### config.mk
export PLATFORM = sky130hd
export DESIGN_NAME = rcf_top
export DESIGN_NICKNAME = d
export VERILOG_FILES = /design/src/rcf_pkg.sv /design/src/rcf_uart.sv /design/src/rcf_top.sv
export SDC_FILE = /design/constraint.sdc
export NUM_CORES = 1
export LEC_CHECK = 0
export ABC_CLOCK_PERIOD_IN_PS = 5700
export BUFFER_PORTS_ARGS = -buffer_cell sky130_fd_sc_hd__buf_2
export CORE_ASPECT_RATIO = 1.2
export CORE_UTILIZATION = 60
export DETAILED_ROUTE_END_ITERATION = 8
export PLACE_DENSITY_LB_ADDON = 0.3
export SYNTH_ARGS = -nofsm -noshare
export SYNTH_HDL_FRONTEND = slang
export SYNTH_SLANG_ARGS = --single-unit
### constraint.sdc
create_clock -name sys_clk -period 5.7 [get_ports sys_clk]
set_input_delay 0.285 -clock sys_clk [delete_from_list [all_inputs] [get_ports sys_clk]]
set_output_delay 0.285 -clock sys_clk [all_outputs]
set_load 0.02 [all_outputs]
### src/rcf_pkg.sv
// Shared constants and carrier types of the remote command framer
package rcf_pkg;
  localparam int unsigned CLK_HZ = 25000000;
  localparam int unsigned RATE_HI_BPS = 115200;
  localparam int unsigned RATE_MID_BPS = 38400;
  localparam int unsigned RATE_LO_BPS = 9600;
  localparam int DIV_W = 12;
  localparam logic [DIV_W-1:0] DIV_HI = DIV_W'(CLK_HZ / RATE_HI_BPS);
  localparam logic [DIV_W-1:0] DIV_MID = DIV_W'(CLK_HZ / RATE_MID_BPS);
  localparam logic [DIV_W-1:0] DIV_LO = DIV_W'(CLK_HZ / RATE_LO_BPS);
  localparam int DATA_BITS = 8;
  localparam logic [3:0] TX_FRAME_BITS = 4'h9;
  localparam logic [2:0] RX_LAST_BIT = 3'h7;
  localparam logic [6:0] CH_OPEN = 7'h23;
  localparam logic [6:0] CH_CLOSE = 7'h2A;
  localparam logic [6:0] CH_QUERY = 7'h3F;
  localparam logic [6:0] CH_CR = 7'h0D;
  localparam logic [6:0] CH_LF = 7'h0A;

  typedef enum logic [1:0] {
    RCF_RATE_HI = 2'h0,
    RCF_RATE_MID = 2'h1,
    RCF_RATE_LO = 2'h2
  } rcf_rate_type;

  typedef enum logic {
    RCF_PORT_SER = 1'h0,
    RCF_PORT_USB = 1'h1
  } rcf_port_type;

  // One received command character event
  typedef struct packed {
    logic valid;
    logic start;
    logic stop;
    logic query;
    logic [6:0] chr;
  } rcf_cmd_type;

  // One byte on a link stream
  typedef struct packed {
    logic valid;
    logic [7:0] data;
  } rcf_byte_type;
endpackage : rcf_pkg

### src/rcf_uart.sv
// Serial character engine: 8N1 receiver and transmitter sharing one rate
`timescale 1ns/10ps
module rcf_uart
  import rcf_pkg::*;
(
  input wire logic sys_clk,
  input wire logic rst,
  input wire logic [DIV_W-1:0] div,
  input wire logic rxd,
  output logic txd,
  input wire logic tx_valid,
  input wire logic [7:0] tx_data,
  input wire logic tx_hold,
  output logic tx_ready,
  output logic tx_busy,
  output rcf_byte_type rx_out,
  output logic rx_ferr,
  output logic rx_busy
);
  typedef enum logic [1:0] {
    RCF_RX_IDLE = 2'h0,
    RCF_RX_START = 2'h1,
    RCF_RX_DATA = 2'h2,
    RCF_RX_STOP = 2'h3
  } rcf_rx_type;

  rcf_rx_type rx_st_r;
  logic [DIV_W-1:0] rx_cnt_r;
  logic [2:0] rx_bit_r;
  logic [7:0] rx_sh_r;
  logic [DIV_W-1:0] tx_cnt_r;
  logic [3:0] tx_left_r;
  logic [8:0] tx_sh_r;

  assign rx_busy = (rx_st_r != RCF_RX_IDLE);
  // Half duplex: no start while a character is arriving
  assign tx_ready = !tx_busy && !tx_hold;

  // Receiver samples mid-bit, half a bit after the falling edge
  always_ff @(posedge sys_clk or posedge rst) begin
    if (rst) begin
      rx_st_r <= RCF_RX_IDLE;
      rx_cnt_r <= '0;
      rx_bit_r <= '0;
      rx_sh_r <= '0;
      rx_out <= '0;
      rx_ferr <= 1'b0;
    end else begin
      rx_out.valid <= 1'b0;
      rx_ferr <= 1'b0;
      if (rx_st_r == RCF_RX_IDLE) begin
        if (!rxd) begin
          rx_st_r <= RCF_RX_START;
          rx_cnt_r <= div >> 1;
        end
      end else if (rx_cnt_r != '0) begin
        rx_cnt_r <= rx_cnt_r - 1'b1;
      end else begin
        rx_cnt_r <= div - 1'b1;
        case (rx_st_r)
          RCF_RX_START: begin
            // A short low glitch is not a start bit
            rx_st_r <= rxd ? RCF_RX_IDLE : RCF_RX_DATA;
            rx_bit_r <= '0;
          end
          RCF_RX_DATA: begin
            rx_sh_r <= {rxd, rx_sh_r[7:1]};
            rx_bit_r <= rx_bit_r + 1'b1;
            if (rx_bit_r == RX_LAST_BIT) begin
              rx_st_r <= RCF_RX_STOP;
            end
          end
          RCF_RX_STOP: begin
            rx_st_r <= RCF_RX_IDLE;
            rx_out.valid <= rxd;
            rx_out.data <= rx_sh_r;
            rx_ferr <= !rxd;
          end
          default: rx_st_r <= RCF_RX_IDLE;
        endcase
      end
    end
  end

  // Transmitter: start bit, eight data bits LSB first, one stop bit
  always_ff @(posedge sys_clk or posedge rst) begin
    if (rst) begin
      tx_busy <= 1'b0;
      txd <= 1'b1;
      tx_cnt_r <= '0;
      tx_left_r <= '0;
      tx_sh_r <= '0;
    end else if (!tx_busy) begin
      if (tx_valid && tx_ready) begin
        tx_busy <= 1'b1;
        txd <= 1'b0;
        tx_sh_r <= {1'b1, tx_data};
        tx_left_r <= TX_FRAME_BITS;
        tx_cnt_r <= div - 1'b1;
      end
    end else if (tx_cnt_r != '0) begin
      tx_cnt_r <= tx_cnt_r - 1'b1;
    end else if (tx_left_r == '0) begin
      tx_busy <= 1'b0;
    end else begin
      txd <= tx_sh_r[0];
      tx_sh_r <= tx_sh_r >> 1;
      tx_left_r <= tx_left_r - 1'b1;
      tx_cnt_r <= div - 1'b1;
    end
  end

  chk_tx_start_hold: assert property (@(posedge sys_clk) disable iff (rst)
    $rose(tx_busy) |-> !txd && !$past(tx_hold))
    else $error("transmit started while held");
  chk_tx_idle_high: assert property (@(posedge sys_clk) disable iff (rst)
    !tx_busy |-> txd)
    else $error("line not idle high");
  chk_rx_stop_err: assert property (@(posedge sys_clk) disable iff (rst)
    rx_ferr |-> !rx_out.valid && $past(rx_st_r == RCF_RX_STOP) && !$past(rxd))
    else $error("framing error without low stop bit");
endmodule : rcf_uart

### src/rcf_top.sv
// Remote command framer: port detection, command delimiting, reply framing
`timescale 1ns/10ps
module rcf_top
  import rcf_pkg::*;
(
  input wire logic sys_clk,
  input wire logic rst,
  input wire logic [1:0] rate_sel,
  input wire logic flow_en,
  input wire logic ser_rxd,
  output logic ser_txd,
  input wire logic ser_cts_n,
  output logic ser_rts_n,
  input wire rcf_byte_type usb_rx,
  output rcf_byte_type usb_tx,
  input wire logic usb_tx_ready,
  output rcf_cmd_type cmd_out,
  output logic cmd_ferr,
  output rcf_port_type port_sel,
  input wire logic rep_valid,
  input wire logic [7:0] rep_data,
  input wire logic rep_last,
  output logic rep_ready
);
  typedef enum logic [1:0] {
    RCF_CMD_OUT = 2'h0,
    RCF_CMD_FIRST = 2'h1,
    RCF_CMD_BODY = 2'h2
  } rcf_asm_type;

  typedef enum logic [1:0] {
    RCF_REP_DATA = 2'h0,
    RCF_REP_CR = 2'h1,
    RCF_REP_LF = 2'h2
  } rcf_rep_type;

  logic [DIV_W-1:0] div_nxt;
  rcf_byte_type ser_rx;
  logic ser_ferr;
  logic ser_rx_busy;
  logic ser_tx_busy;
  logic ser_tx_ready;
  logic ser_tx_valid;
  logic [7:0] tx_byte;
  logic tx_hold;
  logic in_valid;
  logic [6:0] in_chr;
  rcf_port_type in_port;
  rcf_asm_type asm_r;
  rcf_rep_type rep_st_r;
  logic query_pend_r;
  logic port_ready;
  logic out_valid;
  logic out_take;

  always_comb begin
    case (rate_sel)
      RCF_RATE_MID: div_nxt = DIV_MID;
      RCF_RATE_LO: div_nxt = DIV_LO;
      default: div_nxt = DIV_HI;
    endcase
  end

  // Clear-to-send only matters when handshaking is enabled
  assign tx_hold = ser_rx_busy || (flow_en && ser_cts_n);

  rcf_uart u_uart (
    .sys_clk(sys_clk),
    .rst(rst),
    .div(div_nxt),
    .rxd(ser_rxd),
    .txd(ser_txd),
    .tx_valid(ser_tx_valid),
    .tx_data(tx_byte),
    .tx_hold(tx_hold),
    .tx_ready(ser_tx_ready),
    .tx_busy(ser_tx_busy),
    .rx_out(ser_rx),
    .rx_ferr(ser_ferr),
    .rx_busy(ser_rx_busy)
  );

  // Readiness shown to the host: low while able to take characters
  always_ff @(posedge sys_clk or posedge rst) begin
    if (rst) begin
      ser_rts_n <= 1'b1;
    end else begin
      ser_rts_n <= flow_en && ser_tx_busy;
    end
  end

  // Serial wins a same-cycle tie; both ports carry one protocol
  always_comb begin
    in_port = ser_rx.valid ? RCF_PORT_SER : RCF_PORT_USB;
    in_chr = ser_rx.valid ? ser_rx.data[6:0] : usb_rx.data[6:0];
    in_valid = ser_rx.valid || usb_rx.valid;
  end

  // A port that opens a command becomes the active port unless a reply is pending
  always_ff @(posedge sys_clk or posedge rst) begin
    if (rst) begin
      port_sel <= RCF_PORT_SER;
    end else if (in_valid && in_chr == CH_OPEN && rep_st_r == RCF_REP_DATA && !query_pend_r) begin
      port_sel <= in_port;
    end
  end

  // Command assembly; characters from the idle port other than an opener are dropped
  always_ff @(posedge sys_clk or posedge rst) begin
    if (rst) begin
      asm_r <= RCF_CMD_OUT;
      cmd_out <= '0;
      cmd_ferr <= 1'b0;
    end else begin
      cmd_out.valid <= 1'b0;
      cmd_out.start <= 1'b0;
      cmd_out.stop <= 1'b0;
      cmd_ferr <= 1'b0;
      if (ser_ferr && port_sel == RCF_PORT_SER) begin
        cmd_ferr <= 1'b1;
        asm_r <= RCF_CMD_OUT;
      end else if (in_valid && (in_chr == CH_OPEN)) begin
        asm_r <= RCF_CMD_FIRST;
        cmd_out.start <= 1'b1;
        cmd_out.query <= 1'b0;
        cmd_out.chr <= in_chr;
      end else if (in_valid && in_port == port_sel && asm_r != RCF_CMD_OUT) begin
        cmd_out.chr <= in_chr;
        if (in_chr == CH_CLOSE) begin
          asm_r <= RCF_CMD_OUT;
          cmd_out.stop <= 1'b1;
        end else begin
          asm_r <= RCF_CMD_BODY;
          cmd_out.valid <= 1'b1;
          if (asm_r == RCF_CMD_FIRST) begin
            cmd_out.query <= (in_chr == CH_QUERY);
          end
        end
      end
    end
  end

  // A finished query arms exactly one reply
  always_ff @(posedge sys_clk or posedge rst) begin
    if (rst) begin
      query_pend_r <= 1'b0;
    end else if (cmd_out.stop && cmd_out.query) begin
      query_pend_r <= 1'b1;
    end else if (rep_st_r == RCF_REP_LF && out_take) begin
      query_pend_r <= 1'b0;
    end
  end

  assign port_ready = (port_sel == RCF_PORT_SER) ? ser_tx_ready : usb_tx_ready;
  assign out_valid = query_pend_r;
  assign out_take = out_valid && port_ready && (rep_st_r != RCF_REP_DATA || rep_valid);
  // Unsolicited reply bytes are swallowed so the core cannot stall
  assign rep_ready = (rep_st_r == RCF_REP_DATA) && (!query_pend_r || port_ready);

  always_comb begin
    case (rep_st_r)
      RCF_REP_CR: tx_byte = {1'b0, CH_CR};
      RCF_REP_LF: tx_byte = {1'b0, CH_LF};
      default: tx_byte = {1'b0, rep_data[6:0]};
    endcase
  end

  assign ser_tx_valid = out_take && (port_sel == RCF_PORT_SER);

  // Reply framing; the reply length is whatever the core supplies
  always_ff @(posedge sys_clk or posedge rst) begin
    if (rst) begin
      rep_st_r <= RCF_REP_DATA;
    end else if (out_take) begin
      case (rep_st_r)
        RCF_REP_DATA: rep_st_r <= rep_last ? RCF_REP_CR : RCF_REP_DATA;
        RCF_REP_CR: rep_st_r <= RCF_REP_LF;
        RCF_REP_LF: rep_st_r <= RCF_REP_DATA;
        default: rep_st_r <= RCF_REP_DATA;
      endcase
    end
  end

  // USB byte register keeps the data output off combinational paths
  always_ff @(posedge sys_clk or posedge rst) begin
    if (rst) begin
      usb_tx <= '0;
    end else begin
      usb_tx.valid <= out_take && (port_sel == RCF_PORT_USB);
      usb_tx.data <= tx_byte;
    end
  end

  chk_no_unsolicited: assert property (@(posedge sys_clk) disable iff (rst)
    (ser_tx_valid || usb_tx.valid) |-> (query_pend_r || $past(query_pend_r)))
    else $error("reply without a pending query");
  chk_msb_zero: assert property (@(posedge sys_clk) disable iff (rst)
    (ser_tx_valid |-> !tx_byte[7]) and (usb_tx.valid |-> !usb_tx.data[7]))
    else $error("transmitted top bit not zero");
  chk_cr_then_lf: assert property (@(posedge sys_clk) disable iff (rst)
    (out_take && rep_st_r == RCF_REP_CR) |=> rep_st_r == RCF_REP_LF && tx_byte == {1'b0, CH_LF})
    else $error("carriage return not followed by line feed");
  chk_query_flag: assert property (@(posedge sys_clk) disable iff (rst)
    (in_valid && in_port == port_sel && asm_r == RCF_CMD_FIRST && !ser_ferr && in_chr == CH_QUERY)
      |=> cmd_out.query && cmd_out.valid)
    else $error("query not recognised");
  chk_open_restart: assert property (@(posedge sys_clk) disable iff (rst)
    (in_valid && in_chr == CH_OPEN && !(ser_ferr && port_sel == RCF_PORT_SER))
      |=> cmd_out.start && asm_r == RCF_CMD_FIRST && !cmd_out.query)
    else $error("opener did not restart assembly");
  chk_ferr_drop: assert property (@(posedge sys_clk) disable iff (rst)
    (ser_ferr && port_sel == RCF_PORT_SER) |=> cmd_ferr && asm_r == RCF_CMD_OUT)
    else $error("framing error did not drop command");
  chk_rate_default: assert property (@(posedge sys_clk) disable iff (rst)
    (rate_sel == 2'h3 || rate_sel == RCF_RATE_HI) |-> div_nxt == DIV_HI)
    else $error("default rate not selected");
endmodule : rcf_top

==> results.ini, run 1 <==
[yosys]
synth_ff_type=dfrtp_1
synth.avg_cell_area_sq_um=9.98
synth_top_area_share_pct=47.6
ys_warn_count=0
seq_area_frac_synth_pct=48.8
syn_inst=453
netlist_area_sq_um=4520
synth.area.top_cells=dfrtp_1 (48%), mux2_2 (7.0%), ha_1 (4.4%), nand2_1 (3.8%), o21ai_0 (3.3%)
syn_nets=496
yosysMostFrequentCell=dfrtp_1
synth_common_cells=dfrtp_1 (86), nand2_1 (46), nor2_1 (33)
synth-edff-count=0
synth_seq_cells=88
ys_types=58
yosysTopAreaCell=dfrtp_1
async_reset_ff_share_pct=100

[clocking]
postCtsHoldBufs=0
post_cts_buffers=0
cts_tree=done
clock_latency_ps=360
cts.path.max_buffers=2
cts.sinks=88
clkTransAtPathRegs_ps=90
cts_root_buf=clkbuf_8
numCtsBuffers=9
htreeDepth=3
ctsResizeCount=0

[drt]
via_count=3544
firstDrtPassIters=5
wl_per_cell_um=14.9
finalWirelength_um=8840
ant_nets=0
drc=0
vias_per_cell=5.96
drtIter0Drc=184

[final_layout]
fin_util_pct=69.1
fin_area_sq_um=5030
nets=543
drive_gt1_share_pct=21.0
antenna_cells=0
layout-area-overhead-vs-synth_pct=11.3

[floorplan]
core_area_sq_um=7270
die_y_um=97.1
start_util_pct=62.1
die_w_um=81.2
ios=52
die-area_sq_um=7890
num_rows=34

[pwr]
peakVddDrop_uv=222
powerDensity_nw_per_um2=292
power.leakage_nw=2.38

[global_routing]
grt_pass1_wl_um=15200
grt_use_total_pct=24.7
grt_max_degree=89
grt_pass1_vias=3369
met2_usage_pct=39.0
grt_use_met1_pct=33.1
grt_antenna_before_repair=0
busiest_layer=met2
grt_remaining_overflow=0
met3_usage_pct=5.07

[worst_setup_path]
worstPathRequired_ps=5900
crit_path_end_kind=flip-flop
criticalPathCategory=reg -> reg
startpoint_type=flip-flop
reg2reg_depth=8
critical_path.max_fanout=13
critPathArrivalTime_ps=2750

[sta]
hold_viol=0
holdWs_ps=129
finalSetupViolations=0
rsz0062_at_grt=false
tightest_slew_ps=1070
fin_tns_setup_ps=0
finalClockSkew_ps=8.78
relSlewSlack_pct=28.8
max_freq_ghz=0.393
min_period_over_period_pct=44.7
final_max_slew_viol_count=0
fin_crit_ps=2550

[run]
maxCapViolCount=0

[placement]
dp_hpwl_um=6240
routabilityCongestion=0.823
place_area_sq_um=4830
portBuffers=48

[min_path]
whs_path_depth=2
hold_class=in -> reg

[outcome]
status=finished clean

worst paths after layout:
check / start / end / slack (ps)
min in group asynchronous: rst / out_valid / 260
min reg2reg: u_uart.tx_cnt_r[10] / u_uart.tx_cnt_r[10] / 490
max: u_uart.tx_cnt_r[0] / u_uart.tx_cnt_r[5] / 3150
min: rep_data[3] / usb_tx[3] / 130
max in group asynchronous: rst / u_uart.rx_cnt_r[9] / 4760
max reg2reg: u_uart.tx_cnt_r[0] / u_uart.tx_cnt_r[5] / 3150
worst max-delay path: stages (launching register included):
cell and delay, ps:
dfrtp_1 420, inv_1 90, ha_1 170, or4b_1 510, o31a_1 500, nor3_2 320
inv_1 140, a21oi_1 170, a311oi_1 80
cells in the final DEF (no fill, tap or decap), drive strengths merged, types with 8 or more instances in the layout:
master / count
inv: 28
dfrtp: 86
ha: 16
a21oi: 26
o31ai: 9
nand2: 46
o22ai: 8
mux2i: 10
o21ai: 31
clkbuf: 10
nand3: 12
buf: 51
mux2: 28
nor2: 33
nor3: 12
where the power goes:
part	total (W)	internal, W	switching, W
Combinational	0.000307	0.000127	0.000180
Clock	0.000426	0.000204	0.000222
Sequential	0.000736	0.000673	0.0000624
registers in the layout, indices dropped and copies added (netlist names), 2 cells and up:
| signal | flops |
|---|---|
| u_uart.rx_sh_r | 8 |
| rep_st_r | 2 |
| usb_tx | 8 |
| u_uart.tx_cnt_r | 12 |
| u_uart.rx_cnt_r | 12 |
| u_uart.rx_st_r | 2 |
| u_uart.rx_bit_r | 3 |
| cmd_out | 11 |
| u_uart.tx_sh_r | 9 |
| u_uart.rx_out | 8 |
| asm_r | 2 |
| u_uart.tx_left_r | 4 |
kinds of logic (layout without fill, tap and decap cells):
kind of cell / count (synthesis) / after routing / share of synthesized area (%)
simple gates: 154 / 154 / 17.8
compound gates: 106 / 106 / 14.7
flops: 88 / 88 / 48.8
buf+inv: 43 / 95 / 3.71
mux: 38 / 38 / 9.19
fa+ha+maj: 16 / 16 / 4.43
xor+xnor: 7 / 7 / 1.36
other cells: 1 / 1 / 0.0830
metal layers:
layer	part of all wire, %	wire length (um)	vias up
met4	1.7	148	0
met2	49	4300	93
met3	4.4	390	15
met1	45	4000	1716
li1	-	-	1720
met5	0	0	-
layout make-up:
| cell class | instances | area [sq um] |
|---|---|---|
| clock inverter | 6 | 67.6 |
| clock buffer | 10 | 128 |
| fill | 547 | 2240 |
| tap | 90 | 113 |
| timing repair buffer | 51 | 263 |
| multi-input combinational | 322 | 2150 |
| inverter | 28 | 106 |
| sequential | 88 | 2200 |
stage by stage:
stage | cells | setup slack (ps) | total power [W]
after floorplan | 453 | 3140 | 0.000969
after global placement | 579 | 3210 | 0.00103
after detailed placement | 579 | 3160 | 0.00105
after CTS | 595 | 3140 | 0.00147
after global routing | 595 | 2970 | 0.00155
final | 595 | 3150 | 0.00147
No activity file was read; power rests on OpenSTA's default activity.
==> inputs of run 2 (changes only) <==
- ABC_CLOCK_PERIOD_IN_PS: 5700 -> 2500
- CORE_UTILIZATION: 60 -> 58
- clock period: 5.7 -> 2.5 ns (I/O delays scaled with it)
==> run 2 against run 1 <==
Sequential power grew 130%. Combinational power grew 140%. Largest cell class unchanged. Critical endpoint is now u_uart.tx_cnt_r[7]. Register-to-register slack got worse by 3100 ps. Largest power group unchanged. Count of clock-buffer cells in the layout unchanged. Clock power increased to 2.6 times the previous value.
==> results.ini, run 2 (synthesis gave the netlist of run 1 again) <==
[outcome]
status=finished clean

[final_layout]
antenna_cells=0  ; unchanged
fin_util_pct=69.6  ; +0.41 points
top_regs=u_uart.rx_cnt_r (12), u_uart.tx_cnt_r (12), cmd_out (11)
drive_gt1_share_pct=22.0  ; +1.0 points
layout_common_cells=dfrtp_1 (86), buf_2 (48), nand2_1 (46)
layout_commonest_cell=dfrtp_1
nets=551  ; +1.5%
layout-area-overhead-vs-synth_pct=13.9

[worst_setup_path]
crit_family=compound AO/OA/AOI/OAI gates
startpoint_type=flip-flop
criticalPathCategory=reg -> reg
crit_chain=inv_1 -> ha_1 -> or4b_1 -> o31ai_1 -> buf_4 -> nor3_1 -> a211o_1
critPathArrivalTime_ps=2680  ; -70 ps
slowest_stage=o31ai_1
crit_path_end_kind=flip-flop
critical_path.max_fanout=10  ; -3
crit_path_max_incr_delay_ps=520  ; about the same
crit_buf_inv=2  ; unchanged
worstPathRequired_ps=2740  ; -3160 ps

[clocking]
cts.sinks=88  ; unchanged
cts_root_buf=clkbuf_8
cts_tree=done
htreeDepth=3  ; unchanged
clock_latency_ps=360  ; about the same
post_cts_buffers=0  ; unchanged
cts.path.max_buffers=2  ; unchanged
numCtsBuffers=9  ; unchanged
clkTransAtPathRegs_ps=90  ; about the same

[global_routing]
grt_use_total_pct=26.1  ; +1.4 points
grt_pass1_vias=3566  ; +5.8%
grt_remaining_overflow=0  ; unchanged
grt_max_degree=50  ; -44%
grt_pass1_wl_um=16200  ; +6.7%
grt_antenna_before_repair=0  ; unchanged

[sta]
finalSetupViolations=0  ; unchanged
tightest_slew_ps=675  ; -393 ps
fin_crit_ps=2430  ; -112 ps
final_max_slew_viol_count=0  ; unchanged
max_freq_ghz=0.411  ; +4.6%
finalClockSkew_ps=12.9  ; +4.08 ps
hold_viol=0  ; unchanged
fin_tns_setup_ps=0  ; unchanged
holdWs_ps=10.7  ; -118 ps
min_period_over_period_pct=97.3  ; +53 points
relSlewSlack_pct=55.0  ; +26 points

[floorplan]
start_util_pct=61.1  ; -1.1 points
ios=52  ; unchanged
core_area_sq_um=7400  ; +1.8%
die-area_sq_um=8150  ; +3.4%
num_rows=34  ; unchanged
die_y_um=98.7  ; +1.7%
die_w_um=82.6  ; +1.7%

[pwr]
peakVddDrop_uv=528  ; +140%
powerDensity_nw_per_um2=684  ; +130%
power.leakage_nw=2.44  ; +2.5%

[drt]
via_count=3644  ; +2.8%
drc=0  ; unchanged
ant_nets=0  ; unchanged
wl_per_cell_um=15.6  ; +5.2%
firstDrtPassIters=4  ; -1
drtIter0Drc=203  ; +10%
finalWirelength_um=9430  ; +6.7%
vias_per_cell=6.04  ; +1.5%

[placement]
portBuffers=48  ; unchanged
routabilityCongestion=0.839  ; +2.0%
dp_hpwl_um=6660  ; +6.7%

[min_path]
hold_class=in -> reg

[run]
maxCapViolCount=0  ; unchanged

[run 2: changes by cell type in the layout (fill, tap and decap cells not counted), sizes merged]
cell	change
buf	+6
bufinv	+1
clkinv	-2
dlygate4sd3	+2
inv	+1
[run 2: timing repair]
action                     4_1_cts  5_1_grt
resized for setup                0        1
setup endpoints to repair        0        2
hold endpoints to repair        38        0
hold buffers                     2        0
[run 2: report_power, final]
group / total [W] / switching [W] / internal [W]
logic: 0.000747 / 0.000420 / 0.000327
registers: 0.00168 / 0.000143 / 0.00153
clock network: 0.00110 / 0.000526 / 0.000571
[run 2: worst paths after layout]
| kind | depth (start not counted) | slack [ps] | start | endpoint |
|---|---|---|---|---|
| max | 7 | 70 | u_uart.tx_cnt_r[0] | u_uart.tx_cnt_r[7] |
| min | 2 | 10 | flow_en | ser_rts_n |
| max reg2reg | 7 | 70 | u_uart.tx_cnt_r[0] | u_uart.tx_cnt_r[7] |
| min reg2reg | 2 | 490 | u_uart.rx_sh_r[7] | u_uart.rx_sh_r[7] |
| max in group asynchronous | 4 | 1440 | rst | u_uart.rx_cnt_r[7] |
| min in group asynchronous | 3 | 390 | rst | rep_st_r[0] |
[run 2: per-layer routing]
| layer | routed length [um] | GRT usage, % | part of all wire, % |
|---|---|---|---|
| met4 | 160 | 8.62 | 1.7 |
| met2 | 4790 | 44.2 | 51 |
| met5 | 0 | 0 | 0 |
| met3 | 470 | 5.28 | 5.0 |
| met1 | 4010 | 32.8 | 43 |
[run 2: layout make-up]
class / instances / area [sq um]
repair buffers: 59 / 353
multi-input cells: 322 / 2150
flip-flops and latches: 88 / 2200
well taps: 90 / 113
clock inverters: 6 / 92.6
clock buffers: 10 / 128
inverters: 28 / 106
fillers: 566 / 2250
[run 2: per-stage QoR]
step	power, W	instance area [sq um]	worst slack, ps	std cells
after floorplan	0.00221	4520	99.8	453
after global placement	0.00240	4900	263	585
after detailed placement	0.00244	4900	165	585
after CTS	0.00354	5140	117	603
after global routing	0.00372	5150	-43.9	603
final	0.00352	5150	66.3	603
